--- src/ppl_pkg.sv ---
// Shared constants for the programming port link
package ppl_pkg;
   // Async restart character rate
   localparam int BAUD_BPS = 2400;
   localparam int CLK_HZ = 200000000;
   localparam int BAUD_CYCLES = CLK_HZ / BAUD_BPS;
   // Boot firmware restart sequence
   localparam logic [7:0] RESTART_BYTE0 = 8'h80;
   localparam logic [7:0] RESTART_BYTE1 = 8'h24;
   localparam logic [7:0] RESTART_BYTE2 = 8'h80;
   // Reset pulse and the quiet delay after it, in clk cycles
   localparam int RESET_PULSE_CYCLES = 2000;
   localparam int RESTART_DELAY_CYCLES = 4000;
   // Clocked link: half period of the target-made clock, in clk cycles
   localparam int LINK_HALF_CYCLES = 8;
   // Pre-agreed gap between bytes when no handshake is used
   localparam int BYTE_GAP_CYCLES = 64;
   // Clock doubler limit, in kHz
   localparam int DOUBLER_MAX_KHZ = 29500;
   // Doubler code sets per silicon revision
   localparam logic [1:0] REV_FIRST = 2'h0;
   localparam logic [1:0] REV_SECOND = 2'h1;
   localparam logic [1:0] REV_THIRD = 2'h2;
   localparam int DATA_BITS = 8;
   localparam logic [3:0] BIT_COUNT_LAST = 4'h7;
endpackage

--- src/ppl_if.sv ---
// Pins between the target port and the host side converter
`timescale 1ns/1ps
`default_nettype none
interface ppl_if;
   logic resetN;        // Host DTR drives target active-low reset
   logic attnStatus;    // Target status / link clock, read as DSR
   logic serialATx;     // Target transmit line (port C line six)
   logic serialARx;     // Target receive line (port C line seven)
   logic bootModeZero;  // Boot mode pin zero, driven by host side
   logic bootModeOne;   // Boot mode pin one, driven by host side
   modport target
   (
      input resetN, bootModeZero, bootModeOne, serialARx,
      output attnStatus, serialATx
   );
   modport host
   (
      output resetN, bootModeZero, bootModeOne, serialARx,
      input attnStatus, serialATx
   );
endinterface
`default_nettype wire

--- src/ppl_target.sv ---
// Target end of the programming port and alternate clocked link
// ----------------------------------------------------------------
// Summary of operation
// ----------------------------------------------------------------
`timescale 1ns/1ps
`default_nettype none
module ppl_target
   import ppl_pkg::*;
#(
   parameter int HALF = LINK_HALF_CYCLES,
   parameter int GAP = BYTE_GAP_CYCLES,
   parameter bit USE_HANDSHAKE = 1'b1
)
(
   input wire logic clk,
   input wire logic rst_n,
   ppl_if.target port,
   input wire logic coldBootEnable,
   input wire logic altLinkEnable,
   input wire logic cableProbe,
   input wire logic breakpointHit,
   input wire logic [7:0] txByte,
   input wire logic txValid,
   output logic txReady,
   output logic [7:0] rxByte,
   output logic rxValid,
   output logic programMode,
   output logic cableFound,
   output logic hostAttention,
   input wire logic [31:0] clockKhz,
   input wire logic doublerWanted,
   input wire logic [1:0] siliconRev,
   output logic doublerOn,
   output logic [1:0] doublerCode
);
   typedef enum {ST_IDLE, ST_LOW, ST_HIGH, ST_GAP} ppl_state_t;
   // ----------------------------------------------------------------
   // Pin synchronisers
   // ----------------------------------------------------------------
   logic [1:0] s0, s1, sRx;
   logic bootZero, bootOne, rxPin;
   always_ff @(posedge clk or negedge rst_n)
   begin
      if (!rst_n)
      begin
         s0 <= 2'h0;
         s1 <= 2'h0;
         sRx <= 2'h3;
      end
      else
      begin
         s0 <= {s0[0], port.bootModeZero};
         s1 <= {s1[0], port.bootModeOne};
         sRx <= {sRx[0], port.serialARx};
      end
   end
   assign bootZero = s0[1];
   assign bootOne = s1[1];
   assign rxPin = sRx[1];
   // ----------------------------------------------------------------
   // Boot strap capture and cable detection
   // ----------------------------------------------------------------
   // Capture runs three cycles so the pin synchronisers have filled
   logic [2:0] bootAge;
   logic probeDrive;
   always_ff @(posedge clk or negedge rst_n)
   begin
      if (!rst_n)
      begin
         bootAge <= 3'h0;
         programMode <= 1'b0;
         cableFound <= 1'b0;
         hostAttention <= 1'b0;
         probeDrive <= 1'b0;
      end
      else
      begin
         bootAge <= {bootAge[1:0], 1'b1};
         if (!bootAge[2])
            programMode <= bootZero & bootOne;
         probeDrive <= cableProbe & ~coldBootEnable;
         if (probeDrive & cableProbe)
            cableFound <= bootZero;
         hostAttention <= altLinkEnable & bootOne;
      end
   end
   // ----------------------------------------------------------------
   // Clocked link, target owns the clock
   // ----------------------------------------------------------------
   ppl_state_t state;
   logic [7:0] txSh, rxSh;
   logic [3:0] bitCnt;
   logic [15:0] tick;
   logic linkClk, txLine, tickDone, handshakeOk;
   assign tickDone = (tick == 16'(HALF - 1));
   // Handshake keeps the converter receiver from overrunning
   assign handshakeOk = USE_HANDSHAKE ? bootZero : 1'b1;
   always_ff @(posedge clk or negedge rst_n)
   begin
      if (!rst_n)
      begin
         state <= ST_IDLE;
         txSh <= 8'h00;
         rxSh <= 8'h00;
         bitCnt <= 4'h0;
         tick <= 16'h0;
         linkClk <= 1'b1;
         txLine <= 1'b0;
         txReady <= 1'b0;
         rxValid <= 1'b0;
         rxByte <= 8'h00;
      end
      else
      begin
         rxValid <= 1'b0;
         tick <= tickDone ? 16'h0 : tick + 16'h1;
         case (state)
            ST_IDLE:
            begin
               linkClk <= 1'b1;
               tick <= 16'h0;
               txReady <= altLinkEnable & handshakeOk;
               if (txValid & txReady)
               begin
                  txSh <= txByte;
                  txReady <= 1'b0;
                  bitCnt <= 4'h0;
                  state <= ST_LOW;
               end
            end
            ST_LOW:
            if (tickDone)
            begin
               linkClk <= 1'b1;
               rxSh <= {rxPin, rxSh[7:1]};
               state <= ST_HIGH;
            end
            else
               txLine <= txSh[0];
            ST_HIGH:
            if (tickDone)
            begin
               txSh <= {1'b0, txSh[7:1]};
               if (bitCnt == BIT_COUNT_LAST)
               begin
                  rxByte <= rxSh;
                  rxValid <= 1'b1;
                  state <= ST_GAP;
               end
               else
               begin
                  bitCnt <= bitCnt + 4'h1;
                  linkClk <= 1'b0;
                  state <= ST_LOW;
               end
            end
            ST_GAP:
            if (tick == 16'(HALF - 1) && bitCnt == 4'hf)
               state <= ST_IDLE;
            else if (tickDone)
               bitCnt <= (GAP <= HALF) ? 4'hf : bitCnt + 4'h1;
            default: state <= ST_IDLE;
         endcase
         if (state == ST_IDLE && txValid & txReady)
            linkClk <= 1'b0;
      end
   end
   // ----------------------------------------------------------------
   // Pin drivers
   // ----------------------------------------------------------------
   logic txPin, statusPin;
   always_ff @(posedge clk or negedge rst_n)
   begin
      if (!rst_n)
      begin
         txPin <= 1'b0;
         statusPin <= 1'b0;
      end
      else
      begin
         if (altLinkEnable)
            txPin <= txLine;
         else
            txPin <= coldBootEnable | probeDrive;
         statusPin <= altLinkEnable ? linkClk : breakpointHit;
      end
   end
   assign port.serialATx = txPin;
   assign port.attnStatus = statusPin;
   // ----------------------------------------------------------------
   // Clock doubler guard
   // ----------------------------------------------------------------
   always_ff @(posedge clk or negedge rst_n)
   begin
      if (!rst_n)
      begin
         doublerOn <= 1'b0;
         doublerCode <= 2'h0;
      end
      else
      begin
         doublerOn <= doublerWanted && clockKhz <= 32'(DOUBLER_MAX_KHZ);
         doublerCode <= (siliconRev == REV_SECOND) ? 2'h2 : 2'h1;
      end
   end
endmodule
`default_nettype wire

--- src/flat_wrapper.sv ---
// flat-port wrapper written by rule: the top's interface ports become plain ports
module ppl_target_flat import ppl_pkg::*;
#(
   parameter int HALF = LINK_HALF_CYCLES,
   parameter int GAP = BYTE_GAP_CYCLES,
   parameter bit USE_HANDSHAKE = 1'b1
)
  (clk, rst_n, coldBootEnable, altLinkEnable, cableProbe, breakpointHit, txByte, txValid, txReady, rxByte, rxValid, programMode, cableFound, hostAttention, clockKhz, doublerWanted, siliconRev, doublerOn, doublerCode, port_resetN, port_bootModeZero, port_bootModeOne, port_serialARx, port_attnStatus, port_serialATx);
  ppl_if port_i ();
  input wire logic clk;
  input wire logic rst_n;
  input wire logic coldBootEnable;
  input wire logic altLinkEnable;
  input wire logic cableProbe;
  input wire logic breakpointHit;
  input wire logic [7:0] txByte;
  input wire logic txValid;
  output logic txReady;
  output logic [7:0] rxByte;
  output logic rxValid;
  output logic programMode;
  output logic cableFound;
  output logic hostAttention;
  input wire logic [31:0] clockKhz;
  input wire logic doublerWanted;
  input wire logic [1:0] siliconRev;
  output logic doublerOn;
  output logic [1:0] doublerCode;
  input wire logic [$bits(port_i.resetN)-1:0] port_resetN;
  input wire logic [$bits(port_i.bootModeZero)-1:0] port_bootModeZero;
  input wire logic [$bits(port_i.bootModeOne)-1:0] port_bootModeOne;
  input wire logic [$bits(port_i.serialARx)-1:0] port_serialARx;
  output wire logic [$bits(port_i.attnStatus)-1:0] port_attnStatus;
  output wire logic [$bits(port_i.serialATx)-1:0] port_serialATx;
  assign port_i.resetN = port_resetN;
  assign port_i.bootModeZero = port_bootModeZero;
  assign port_i.bootModeOne = port_bootModeOne;
  assign port_i.serialARx = port_serialARx;
  assign port_attnStatus = port_i.attnStatus;
  assign port_serialATx = port_i.serialATx;
  ppl_target #(.HALF(HALF), .GAP(GAP), .USE_HANDSHAKE(USE_HANDSHAKE)) u_core (.clk(clk), .rst_n(rst_n), .port(port_i), .coldBootEnable(coldBootEnable), .altLinkEnable(altLinkEnable), .cableProbe(cableProbe), .breakpointHit(breakpointHit), .txByte(txByte), .txValid(txValid), .txReady(txReady), .rxByte(rxByte), .rxValid(rxValid), .programMode(programMode), .cableFound(cableFound), .hostAttention(hostAttention), .clockKhz(clockKhz), .doublerWanted(doublerWanted), .siliconRev(siliconRev), .doublerOn(doublerOn), .doublerCode(doublerCode));
endmodule
--- config.mk ---
export PLATFORM = sky130hd
export DESIGN_NAME = ppl_target_flat
export DESIGN_NICKNAME = d
export VERILOG_FILES = /design/src/ppl_pkg.sv /design/src/ppl_if.sv /design/src/ppl_target.sv /design/src/flat_wrapper.sv
export SDC_FILE = /design/constraint.sdc
export NUM_CORES = 1
export LEC_CHECK = 0
export BUFFER_PORTS_ARGS = -buffer_cell sky130_fd_sc_hd__buf_2
export CAP_MARGIN = 20
export CORE_ASPECT_RATIO = 0.5
export CORE_MARGIN = 4
export CORE_UTILIZATION = 48
export DETAILED_ROUTE_END_ITERATION = 10
export GPL_TIMING_DRIVEN = 0
export PLACE_DENSITY = 0.78
export REMOVE_ABC_BUFFERS = 1
export SLEW_MARGIN = 20
export SYNTH_ARGS = -nofsm -noshare
export SYNTH_HDL_FRONTEND = slang
export SYNTH_SLANG_ARGS = --single-unit
--- constraint.sdc ---
create_clock -name clk -period 1.9 [get_ports clk]
set_input_delay 0.38 -clock clk [delete_from_list [all_inputs] [get_ports clk]]
set_output_delay 0.38 -clock clk [all_outputs]
set_load 0.01 [all_outputs]
== Word-level counts from Yosys, hierarchy flattened ==
Cells that the tools add are included.
Storage, ports and cells
  register bits after elaboration: 98
  bits in latches: 0
  bits in writable memories: 0
  bits in read-only memories: 0
  bits of input ports: 54
  logic and storage cells: 95
  memories: 0
Operators by class
  add/sub/neg operators: 2
  multiply operators: 0
  div/mod/pow operators: 0
  magnitude comparators: 1
  equal/unequal tests: 17
  shifts and indexed selects: 0
  mux-type cells: 29
  bitwise logic cells: 9
  reductions and logical operators: 15
Operators with widths (count)
  2-to-1 mux 32 bit: 4
  one-hot mux 32 bit (4 select lines): 1
  == test 32 x 2 -> 1 bit (second input constant): 2
  zero test 32 bit: 2
  == test 32 x 1 -> 1 bit (second input constant): 1
  less-or-equal comparator 32 x 15 -> 1 bit (second input constant): 1
  2-to-1 mux 16 bit: 2
  2-to-1 mux 4 bit: 5
  adder 16 x 1 -> 16 bit (second input constant): 1
  == test 16 x 3 -> 1 bit (second input constant): 1
  2-to-1 mux 8 bit: 2
  one-hot mux 8 bit (2 select lines): 1
  one-hot mux 4 bit (3 select lines): 1
  2-to-1 mux 1 bit: 10
  != test 2 x 1 -> 1 bit (second input constant): 5
  AND reduction 4 bit: 2
  AND 1 bit: 6
  != test 3 x 1 -> 1 bit (second input constant): 2
  AND reduction 3 bit: 2
  AND reduction 6 bit: 1
  adder 4 x 1 -> 4 bit (second input constant): 1
  == test 4 x 3 -> 1 bit (second input constant): 1
  == test 4 bit (second input constant): 1
  2-to-1 mux 2 bit: 2
  11 further kinds: 16

== Logic depth before layout (Yosys ltp) ==
Gate-level depths: netlist (run 1).
  depth after elaboration: 5
  mapped depth: 7

== Least setup slack after synthesis (run 1) ==
Ideal clock, no wire load.
  path type: flip-flop to flip-flop
  start point: register u_core.tick[0]
  end point: register u_core.rxByte[0]
  setup time: 0.125 ns
  arrival: 1.940 ns
  path slack: -0.164 ns
  cell stages (with the launch flop): 6
  buffers on the path: 0
  cell sequence: dfrtp_1 -> ha_1 -> nor4b_2 -> nand4_2 -> nor4_4 -> mux2_2
Between the ends
  word-level cells in the longest chain between the ends: 2
Ends and longest elaborated chain
  from (decl): RTL line ppl_target.sv:93  | logic [15:0] tick;
  from (signal assigned): RTL line ppl_target.sv:116  | tick <= tickDone ? 16'h0 : tick + 16'h1;
  == test 16 x 3 -> 1 bit: RTL line ppl_target.sv:95  | assign tickDone = (tick == 16'(HALF - 1));
  AND reduction 3 bit (no source line)
  to (signal assigned): RTL line ppl_target.sv:146  | rxByte <= rxSh;
  to (decl): RTL line ppl_target.sv:25  | output logic [7:0] rxByte,
Every way passes these cells.
A chain may end at the register's enable or synchronous reset.

== Final worst setup path (run 1) ==
  start point: register u_core.tick[6]
  end point: register u_core.txSh[4]
Between the ends
  word-level cells in the longest chain between the ends: 3
Ends and longest elaborated chain
  == test 16 x 3 -> 1 bit: RTL line ppl_target.sv:95
  != test 2 x 1 -> 1 bit (no source line)
  AND reduction 3 bit (no source line)
  to (signal assigned): RTL line ppl_target.sv:125  | txSh <= txByte;
  to (signal assigned): RTL line ppl_target.sv:143  | txSh <= {1'b0, txSh[7:1]};
  to (decl): RTL line ppl_target.sv:91  | logic [7:0] txSh, rxSh;
Every way passes these cells.

==> impl_metrics.csv, run 1 <==
group,metric,value,unit
detailed_routing,drt_pre_antenna_iters,4,
power,leakagePower,1.906,nW
yosys,synthMuxAreaShare,7.227,%
yosys,ys_ff_latch,68,
yosys,synth.distinct_cells,45,
placement,dpl_cell_area,3401,sq um
yosys,syn_inst,266,
placement,hpwl,4.151,mm
yosys,avgSynthCellArea,11.13,sq um
yosys,ys_seq_area_share,57.61,%
final_layout,final_cells,444,
floorplan,row_count,19,
clock_network,cts-htree-levels,3,
yosys,yosys.area_share.simple,20.79,%
setup_path,path_max_fanout,8,
floorplan,dieArea,7564,sq um
final_layout,final_cell_mix,"69 x buf_2, 58 x dfrtp_1, 31 x nand2_1",
global_routing,gr-total-overflow,0,
hold_path,hold_depth,1,
setup_path,reg2reg_to,"u_core.txSh[4]$_DFFE_PN0P_",
yosys,synth_top_family_by_area,"simple AND/OR/NAND/NOR gates",
hold_path,hold_end,"u_core.sRx[0]$_DFF_PN1_",
global_routing,antenna_found_initial,0,
yosys,synth_edf_count,0,
clock_network,clock_latency,0.33,ns
clock_network,root_buffer,"clkbuf_16",
final_layout,insertedDiodeCount,0,
timing,setup_viol,17,
detailed_routing,drc,0,
placement,place_congestion,0.8780,
setup_path,critPathLaunchType,"flip-flop",
clock_network,cts.sinks,68,
floorplan,core_area,5729,sq um
final_layout,nFillCells,367,
detailed_routing,dr.first_iter.drc_count,163,
setup_path,critPathKind,"reg2reg",
floorplan,ioPinCount,72,
timing,rsz0062_at_grt,"yes",
global_routing,grtUsageTotal,19.53,%
setup_path,required,2.14,ns
setup_path,r2r_slack,-0.11,ns
global_routing,grt_pass1_vias,2482,
setup_path,reg2regPathDepth,7,
final_layout,area_growth,38.29,%
setup_path,r2r_start,"u_core.tick[6]$_DFF_PN0_",
yosys,async_reset_ff_share,100.0,%
timing,worst_slack,-0.1078,ns
yosys,ys.flop_type,"dfrtp_1",
hold_path,hp-start,"port_serialARx",
final_layout,final_common_cell,"buf_2",
final_layout,finalInstanceArea,4094,sq um
hold_path,min_path_type,"in2reg",
yosys,synth_compound_area_share,7.227,%
detailed_routing,postRouteAntennaNets,0,
power,finalPower,3.508,mW
timing,fmax,498.1,MHz
global_routing,grt_pass1_wl,11.77,mm
timing,relSlewSlack,57.35,%
final_layout,final_layout_size_suffix_gt1_share,43.06,%
clock_network,clock_tree.buffer_depth,2,
yosys,synth-xor-area-share,4.142,%
timing,finalMaxSlewViolations,0,
placement,port_buffers,70,
run,maxCapViolations,0,
detailed_routing,num_vias,2426,
timing,hold_ws,0.1448,ns
clock_network,tritoncts,"built",
timing,worstMarginPinSlew,0.6397,ns
floorplan,die_y,63.53,um
yosys,syn_area,2960,sq um
power,ir_drop,627.7,uV
clock_network,clk_pin_slew,0.05,ns
status,outcome,"complete, but fails checks",
detailed_routing,drt_wl_total,7.373,mm
detailed_routing,viasPerCell,5.464,
timing,fin_crit,2.008,ns
final_layout,fin_nets,411,
power,powerDensity,857.0,nW/um^2
yosys,yosysWarnings,0,
global_routing,grt_max_degree,44,
timing,skew,0.003785,ns
timing,period_share,105.7,%
floorplan,start_util,51.67,%
placement,dp_cells,413,
setup_path,end_kind,"flip-flop",
yosys,synth_fa_ha_area_share,0.8453,%
setup_path,crit_arrival,2.25,ns
floorplan,die_w,119.1,um
timing,hold_viol_final,0,
clock_network,cts_buffers,9,
status,violations,"negative setup slack",
detailed_routing,wl_per_cell,16.61,um
[critical path, cell delays in order, from the launching register on]
cell and delay [ns]:
dfrtp_1 0.46, nor4_4 0.33, buf_4 0.17, nand4_4 0.18, a221oi_4 0.41, buf_12 0.19, nor2_4 0.03, a31oi_1 0.16
[power breakdown]
group,switching (mW),internal [mW],total [mW],leakage [nW]
logic,0.0668,0.0671,0.134,0.911
clock network,0.602,1.28,1.88,0.167
registers,0.0126,1.48,1.49,0.828
[kinds of logic (layout without fill, tap and decap cells)]
kind of cell / count (synthesis) / after routing
DFF: 68 / 68
muxes: 19 / 19
adders and majority gates: 2 / 2
and+or+nand+nor: 115 / 115
AOI/OAI and AO/OA: 33 / 33
buffers and inverters: 14 / 108
xor gates and xnor gates: 14 / 14
other: 1 / 1
[per-layer routing]
metal / track usage (%) / share of wire, %
met4: 5.339 / 2.0
met3: 7.239 / 7.0
met2: 34.01 / 52
met5: 0 / 0
met1: 22.85 / 39
[Yosys cell counts (5+ instances only)]
master | number | share of area (%)
o21ai_0 | 14 | 2.4
dfrtp_1 | 65 | 55
nand3_1 | 12 | 2.0
mux2_2 | 19 | 7.2
a31oi_1 | 8 | 1.7
xor2_1 | 9 | 2.7
nor2_1 | 30 | 3.8
nand4_1 | 5 | 1.1
inv_1 | 6 | 0.76
xnor2_1 | 5 | 1.5
nand2_1 | 31 | 3.9
clkbuf_1 | 6 | 0.76
[flip-flops by register name, indices dropped and copies added (netlist names), 2 cells and up]
name / flops
u_core.tick: 16
u_core.rxByte: 8
u_core.rxSh: 8
u_core.txSh: 8
u_core.bitCnt: 4
u_core.bootAge: 3
u_core.doublerCode: 2
u_core.s0: 2
u_core.s1: 2
u_core.sRx: 2
u_core.state: 2
[repair_timing]
action	4_1_cts	5_1_grt
setup buffers	10	4
pin swaps	4	7
setup endpoints to repair	45	30
hold buffers	1	0
endpoints found under the hold margin	23	0
resized for setup	29	22
cloned	1	0
[per-stage QoR]
| step | setup TNS (ns) | utilization (%) | worst slack [ns] |
|---|---|---|---|
| 2_1_floorplan | -2.672 | - | -0.1673 |
| 4_1_cts | -0.8701 | 69.93 | -0.08314 |
| 3_3_place_gp | -13.33 | 58.96 | -0.5146 |
| 5_1_grt | -3.578 | 71.46 | -0.2033 |
| 6_report | -1.357 | 71.46 | -0.1078 |
| 3_5_place_dp | -16.28 | 59.36 | -0.6088 |
[worst max-delay path by stage]
stage / endpoint / depth (start not counted) / slack, ns / from
floorplan: u_core.txSh[0]$_DFFE_PN0P_ / 5 / -0.17 / u_core.tick[0]$_DFF_PN0_
global placement: u_core.txSh[0]$_DFFE_PN0P_ / 5 / -0.51 / u_core.tick[0]$_DFF_PN0_
detailed placement: u_core.txSh[4]$_DFFE_PN0P_ / 5 / -0.61 / u_core.tick[0]$_DFF_PN0_
CTS: u_core.txSh[4]$_DFFE_PN0P_ / 8 / -0.08 / u_core.tick[1]$_DFF_PN0_
global route: u_core.txSh[6]$_DFFE_PN0P_ / 8 / -0.20 / u_core.tick[0]$_DFF_PN0_
finish: u_core.txSh[4]$_DFFE_PN0P_ / 7 / -0.11 / u_core.tick[6]$_DFF_PN0_
[layout make-up]
type / instances / area (sq um) / area share, %
sequential: 68 / 1714 / 41.87
multi-input combinational: 184 / 1390 / 33.95
timing repair buffer: 86 / 520.5 / 12.71
clock buffer: 10 / 229.0 / 5.593
clock inverter: 6 / 112.6 / 2.751
tap: 84 / 105.1 / 2.567
inverter: 6 / 22.52 / 0.5501
No activity file was read; power rests on OpenSTA's default activity.
==> run 2, diff against run 1 <==
--- a/config.mk
+++ b/config.mk
@@ -12,8 +12,9 @@
 export CORE_UTILIZATION = 48
 export DETAILED_ROUTE_END_ITERATION = 10
 export GPL_TIMING_DRIVEN = 0
-export PLACE_DENSITY = 0.78
+export PLACE_DENSITY = 0.75
 export REMOVE_ABC_BUFFERS = 1
+export SKIP_CTS_REPAIR_TIMING = 1
 export SLEW_MARGIN = 20
 export SYNTH_ARGS = -nofsm -noshare
 export SYNTH_HDL_FRONTEND = slang
==> run 2 against run 1 <==
  * Clock-buffer cell count grew 1
  * Worst setup slack gained 0.036 ns
  * Maximum frequency grew 1.8%
  * Worst hold slack gained 0.0032 ns
  * Total power shrank 8.4%
  * Sequential share of layout area grew 0.84 points
  * Via count shrank 3.0%
  * Register-to-register slack gained 0.04 ns
  * The run still ends with negative setup slack left
  * Highest routed layer unchanged
  * Final cell count shrank 0.23%
  * Clock skew is essentially flat
  * Clock power shrank 15%
  * Critical path depth is the same
==> impl_metrics.csv, run 2 (synthesis gave the netlist of run 1 again) <==
group,metric,value,unit
placement,dpl_cell_area,3401,sq um
setup_path,required,2.11,ns
setup_path,reg2reg_to,"u_core.rxByte[3]$_DFFE_PN0P_",
clock_network,root_buffer,"clkbuf_16",
detailed_routing,drc,0,
global_routing,antenna_found_initial,0,
timing,tns,-0.7539,ns
timing,fmax,507.1,MHz
detailed_routing,dr.first_iter.drc_count,226,
timing,relSlewSlack,54.10,%
hold_path,hold_depth,1,
timing,worst_slack,-0.07208,ns
timing,skew,0.004041,ns
floorplan,ioPinCount,72,
detailed_routing,wl_per_cell,15.60,um
floorplan,core_area,5729,sq um
power,powerDensity,800.7,nW/um^2
setup_path,slowest_stage,"dfrtp_1",
power,finalPower,3.214,mW
global_routing,gr-total-overflow,0,
power,clkPwrFrac,49.6,%
timing,period_share,103.8,%
clock_network,cts.sinks,68,
clock_network,tritoncts,"built",
timing,rsz0062_at_grt,"yes",
detailed_routing,viasPerCell,5.312,
clock_network,cts_buffers,9,
clock_network,cts-htree-levels,3,
final_layout,final_layout_size_suffix_gt1_share,40.67,%
hold_path,hp-start,"port_serialARx",
detailed_routing,num_vias,2353,
run,maxCapViolations,0,
hold_path,min_path_type,"in2reg",
final_layout,fin_nets,410,
status,violations,"negative setup slack",
placement,place_congestion,0.8565,
floorplan,start_util,51.67,%
detailed_routing,drt_wl_total,6.910,mm
final_layout,finalInstanceArea,4014,sq um
floorplan,die_w,119.1,um
global_routing,grt_pass1_wl,10.38,mm
setup_path,reg2regPathDepth,7,
final_layout,largest_reg_flops,16,
power,leakagePower,1.876,nW
timing,hold_viol_final,0,
detailed_routing,postRouteAntennaNets,0,
timing,setup_viol,17,
power,ir_drop,421.9,uV
setup_path,crit_arrival,2.18,ns
clock_network,clock_tree.buffer_depth,2,
floorplan,die_y,63.53,um
placement,hpwl,4.134,mm
final_layout,insertedDiodeCount,0,
hold_path,hold_end,"u_core.sRx[0]$_DFF_PN1_",
power,intPower,2.552,mW
final_layout,regMostFlops,"u_core.tick",
setup_path,critPathLaunchType,"flip-flop",
setup_path,r2r_start,"u_core.tick[1]$_DFF_PN0_",
power,p_sw_share,20.59,%
setup_path,path_cells,"ha_4 > nor4b_4 > buf_4 > nand4_4 > nor4_4 > buf_6 > mux2_4",
final_layout,final_cell_mix,"69 x buf_2, 58 x dfrtp_1, 31 x nand2_1",
placement,port_buffers,70,
setup_path,critPathKind,"reg2reg",
power,seq_power_share,46.3,%
global_routing,grt_max_degree,44,
power,pwr-share-comb,4.1,%
final_layout,nFillCells,372,
setup_path,end_kind,"flip-flop",
power,p_sw,661.9,uW
setup_path,r2r_slack,-0.07,ns
floorplan,row_count,19,
status,outcome,"complete, but fails checks",
detailed_routing,drt_pre_antenna_iters,4,
global_routing,grt_pass1_vias,2299,
timing,finalMaxSlewViolations,0,
global_routing,grtUsageTotal,17.09,%
timing,worstMarginPinSlew,0.6871,ns
setup_path,cpPeakStageDelay,0.40,ns
floorplan,dieArea,7564,sq um
clock_network,clock_latency,0.33,ns
setup_path,path_max_fanout,7,
final_layout,final_common_cell,"buf_2",
timing,fin_crit,1.972,ns
clock_network,clk_pin_slew,0.05,ns
final_layout,area_growth,35.59,%
## run 2: final cells by class
class / instances / area [sq um] / share of cell area (%)
sequential: 68 / 1714 / 42.71
multi-input combinational: 184 / 1378 / 34.32
timing repair buffer: 85 / 509.2 / 12.69
clock buffer: 11 / 232.7 / 5.798
tap: 84 / 105.1 / 2.618
clock inverter: 5 / 52.55 / 1.309
inverter: 6 / 22.52 / 0.5611
## run 2: critical path: cells and delay by family, from the launching register on
family	cells	cell delay [ns]
mux	1	0.31
fa+ha+maj	1	0.17
buf+inv	2	0.36
simple gates	3	0.59
flops	1	0.40
## run 2: per-layer routing
| metal | up-vias | share of wire (%) | global-route usage [%] | wire (um) |
|---|---|---|---|---|
| met4 | 0 | 1.3 | 6.061 | 89 |
| met3 | 9 | 6.7 | 5.273 | 461 |
| li1 | 1120 | - | - | - |
| met1 | 1135 | 42 | 20.22 | 2926 |
| met5 | - | 0 | 0 | 0 |
| met2 | 89 | 50 | 29.66 | 3432 |
## run 2: how the worst max path moves through the flow
| stage | slack [ns] | start | to | cells past startpoint |
|---|---|---|---|---|
| 4_1_cts | -0.66 | u_core.tick[0]$_DFF_PN0_ | u_core.txSh[5]$_DFFE_PN0P_ | 6 |
| 6_report | -0.07 | u_core.tick[1]$_DFF_PN0_ | u_core.rxByte[3]$_DFFE_PN0P_ | 7 |
| 2_1_floorplan | -0.17 | u_core.tick[0]$_DFF_PN0_ | u_core.txSh[0]$_DFFE_PN0P_ | 5 |
| 3_5_place_dp | -0.59 | u_core.tick[0]$_DFF_PN0_ | u_core.txSh[5]$_DFFE_PN0P_ | 6 |
| 3_3_place_gp | -0.52 | u_core.tick[0]$_DFF_PN0_ | u_core.txSh[0]$_DFFE_PN0P_ | 5 |
| 5_1_grt | -0.17 | u_core.tick[7]$_DFF_PN0_ | u_core.txSh[3]$_DFFE_PN0P_ | 7 |
## run 2: per-stage QoR
stage	hold slack, ns	instances	setup WS (ns)	util [%]
3_5_place_dp	0.3099	413	-0.5890	59.36
2_1_floorplan	0.08441	258	-0.1673	-
4_1_cts	-0.03528	429	-0.6584	64.34
6_report	0.1479	443	-0.07208	70.06
3_3_place_gp	0.3329	412	-0.5151	58.96
5_1_grt	0.1375	443	-0.1698	70.06
## run 2: power by group through the flow
stage          sequential [mW]  combinational, mW  clock, mW
6_report                  1.49              0.131       1.59
5_1_grt                   1.49              0.150       1.70
4_1_cts                   1.49              0.133       1.60
3_5_place_dp              1.51              0.133          0
3_3_place_gp              1.51              0.123          0
2_1_floorplan             1.52             0.0240          0
==> run 3, diff against run 2 <==
--- a/config.mk
+++ b/config.mk
@@ -6,13 +6,13 @@
 export NUM_CORES = 1
 export LEC_CHECK = 0
 export BUFFER_PORTS_ARGS = -buffer_cell sky130_fd_sc_hd__buf_2
-export CAP_MARGIN = 20
 export CORE_ASPECT_RATIO = 0.5
 export CORE_MARGIN = 4
 export CORE_UTILIZATION = 48
 export DETAILED_ROUTE_END_ITERATION = 10
 export GPL_TIMING_DRIVEN = 0
 export PLACE_DENSITY = 0.75
+export RECOVER_POWER = 25
 export REMOVE_ABC_BUFFERS = 1
 export SKIP_CTS_REPAIR_TIMING = 1
 export SLEW_MARGIN = 20
==> run 3 against run 2 <==
  * The run still ends with negative setup slack left
  * Non-clock buffer count unchanged
  * Critical endpoint unchanged
  * Critical path type unchanged
  * Clock power about the same
  * Sequential share of layout area about the same
  * Combinational power about the same
  * Largest power group unchanged
  * Final cell count unchanged
==> impl_metrics.csv, run 3 (synthesis gave the netlist of run 1 again) <==
group,metric,value,unit
status,outcome,"complete, but fails checks",
status,violations,"negative setup slack",
detailed_routing,viasPerCell,5.318,
final_layout,regMostFlops,"u_core.tick",
final_layout,nFillCells,371,
detailed_routing,dr.first_iter.drc_count,227,
detailed_routing,drt_wl_total,6.907,mm
timing,worstMarginPinSlew,0.6468,ns
detailed_routing,num_vias,2356,
placement,pre_cts_ws,-0.5890,ns
global_routing,grtUsageTotal,17.09,%
clock_network,clk_pin_slew,0.05,ns
floorplan,row_count,19,
detailed_routing,postRouteAntennaNets,0,
clock_network,cts_buffers,9,
final_layout,finalInstanceArea,4011,sq um
timing,worst_slack,-0.07793,ns
global_routing,grt_pass1_vias,2299,
global_routing,grt_pass1_wl,10.38,mm
placement,dpl_cell_area,3401,sq um
clock_network,cts-htree-levels,3,
timing,hold_viol_final,0,
floorplan,die_y,63.53,um
clock_network,root_buffer,"clkbuf_16",
timing,setup_viol,17,
hold_path,min_path_type,"in2reg",
timing,hold_ws,0.1480,ns
global_routing,gr-total-overflow,0,
floorplan,die_w,119.1,um
timing,fin_crit,1.978,ns
detailed_routing,wl_per_cell,15.59,um
timing,rsz0062_at_grt,"yes",
power,powerDensity,801.5,nW/um^2
detailed_routing,drc,0,
floorplan,dieArea,7564,sq um
power,finalPower,3.215,mW
final_layout,final_layout_size_suffix_gt1_share,40.39,%
placement,place_congestion,0.8565,
clock_network,tritoncts,"built",
floorplan,ioPinCount,72,
timing,relSlewSlack,56.79,%
setup_path,critPathKind,"reg2reg",
final_layout,fin_nets,410,
timing,fmax,505.6,MHz
clock_network,clock_tree.buffer_depth,2,
placement,port_buffers,70,
final_layout,final_cell_mix,"69 x buf_2, 58 x dfrtp_1, 31 x nand2_1",
final_layout,final_common_cell,"buf_2",
clock_network,cts.sinks,68,
timing,finalMaxSlewViolations,0,
final_layout,final_cells,443,
timing,tns,-0.8325,ns
power,leakagePower,1.876,nW
final_layout,insertedDiodeCount,0,
final_layout,area_growth,35.50,%
timing,period_share,104.1,%
global_routing,grt_max_degree,44,
final_layout,final_util,70.02,%
setup_path,end_kind,"flip-flop",
clock_network,clock_latency,0.33,ns
floorplan,core_area,5729,sq um
final_layout,largest_reg_flops,16,
setup_path,crit_arrival,2.19,ns
global_routing,antenna_found_initial,0,
power,ir_drop,421.9,uV
placement,hpwl,4.134,mm
detailed_routing,drt_pre_antenna_iters,4,
setup_path,critPathLaunchType,"flip-flop",
floorplan,start_util,51.67,%
timing,skew,0.003253,ns
setup_path,path_max_fanout,7,
setup_path,required,2.11,ns
run,maxCapViolations,0,
placement,dp_cells,413,
run 3: cell types whose count changed in the layout (fill, tap and decap cells not counted):
cell / delta
buf_4: -1
clkbuf_2: +1
dfstp_1: +1
dfstp_2: -1
run 3: per-layer routing:
| layer | vias up | track usage [%] | part of all wire (%) |
|---|---|---|---|
| met2 | 85 | 29.66 | 49 |
| met5 | - | 0 | 0 |
| li1 | 1119 | - | - |
| met1 | 1143 | 20.22 | 43 |
| met3 | 9 | 5.273 | 6.5 |
| met4 | 0 | 6.061 | 1.3 |
run 3: final timing paths:
| check | endpoint | from | slack (ns) | cells after the start |
|---|---|---|---|---|
| max | u_core.rxByte[3]$_DFFE_PN0P_ | u_core.tick[1]$_DFF_PN0_ | -0.08 | 7 |
| min | u_core.sRx[0]$_DFF_PN1_ | port_serialARx | 0.15 | 1 |
| max reg2reg | u_core.rxByte[3]$_DFFE_PN0P_ | u_core.tick[1]$_DFF_PN0_ | -0.08 | 7 |
| min reg2reg | u_core.s1[1]$_DFF_PN0_ | u_core.s1[0]$_DFF_PN0_ | 0.35 | 0 |
| max in group asynchronous | u_core.linkClk$_DFFE_PN1P_ | rst_n | 0.58 | 3 |
| min in group asynchronous | u_core.tick[2]$_DFF_PN0_ | rst_n | 0.61 | 2 |
run 3: worst max-delay path, stage by stage, from the launching register on:
cell,delay [ns]
dfrtp_1,0.40
ha_4,0.17
nor4b_4,0.25
buf_4,0.17
nand4_4,0.14
nor4_4,0.21
buf_6,0.19
mux2_4,0.31
run 3: area by class of cell:
class,instances,area (sq um),area share [%]
inverters,6,22.52,0.5614
repair buffers,85,506.7,12.63
well taps,84,105.1,2.620
multi-input cells,184,1378,34.34
clock buffers,11,232.7,5.802
clock inverters,5,52.55,1.310
flip-flops and latches,68,1714,42.73
run 3: report_power, final:
part	leakage [nW]	internal, mW	switching [mW]
logic	0.907	0.0656	0.0649
clock network	0.139	1.01	0.588
registers	0.830	1.48	0.0113
total	1.88	2.55	0.664
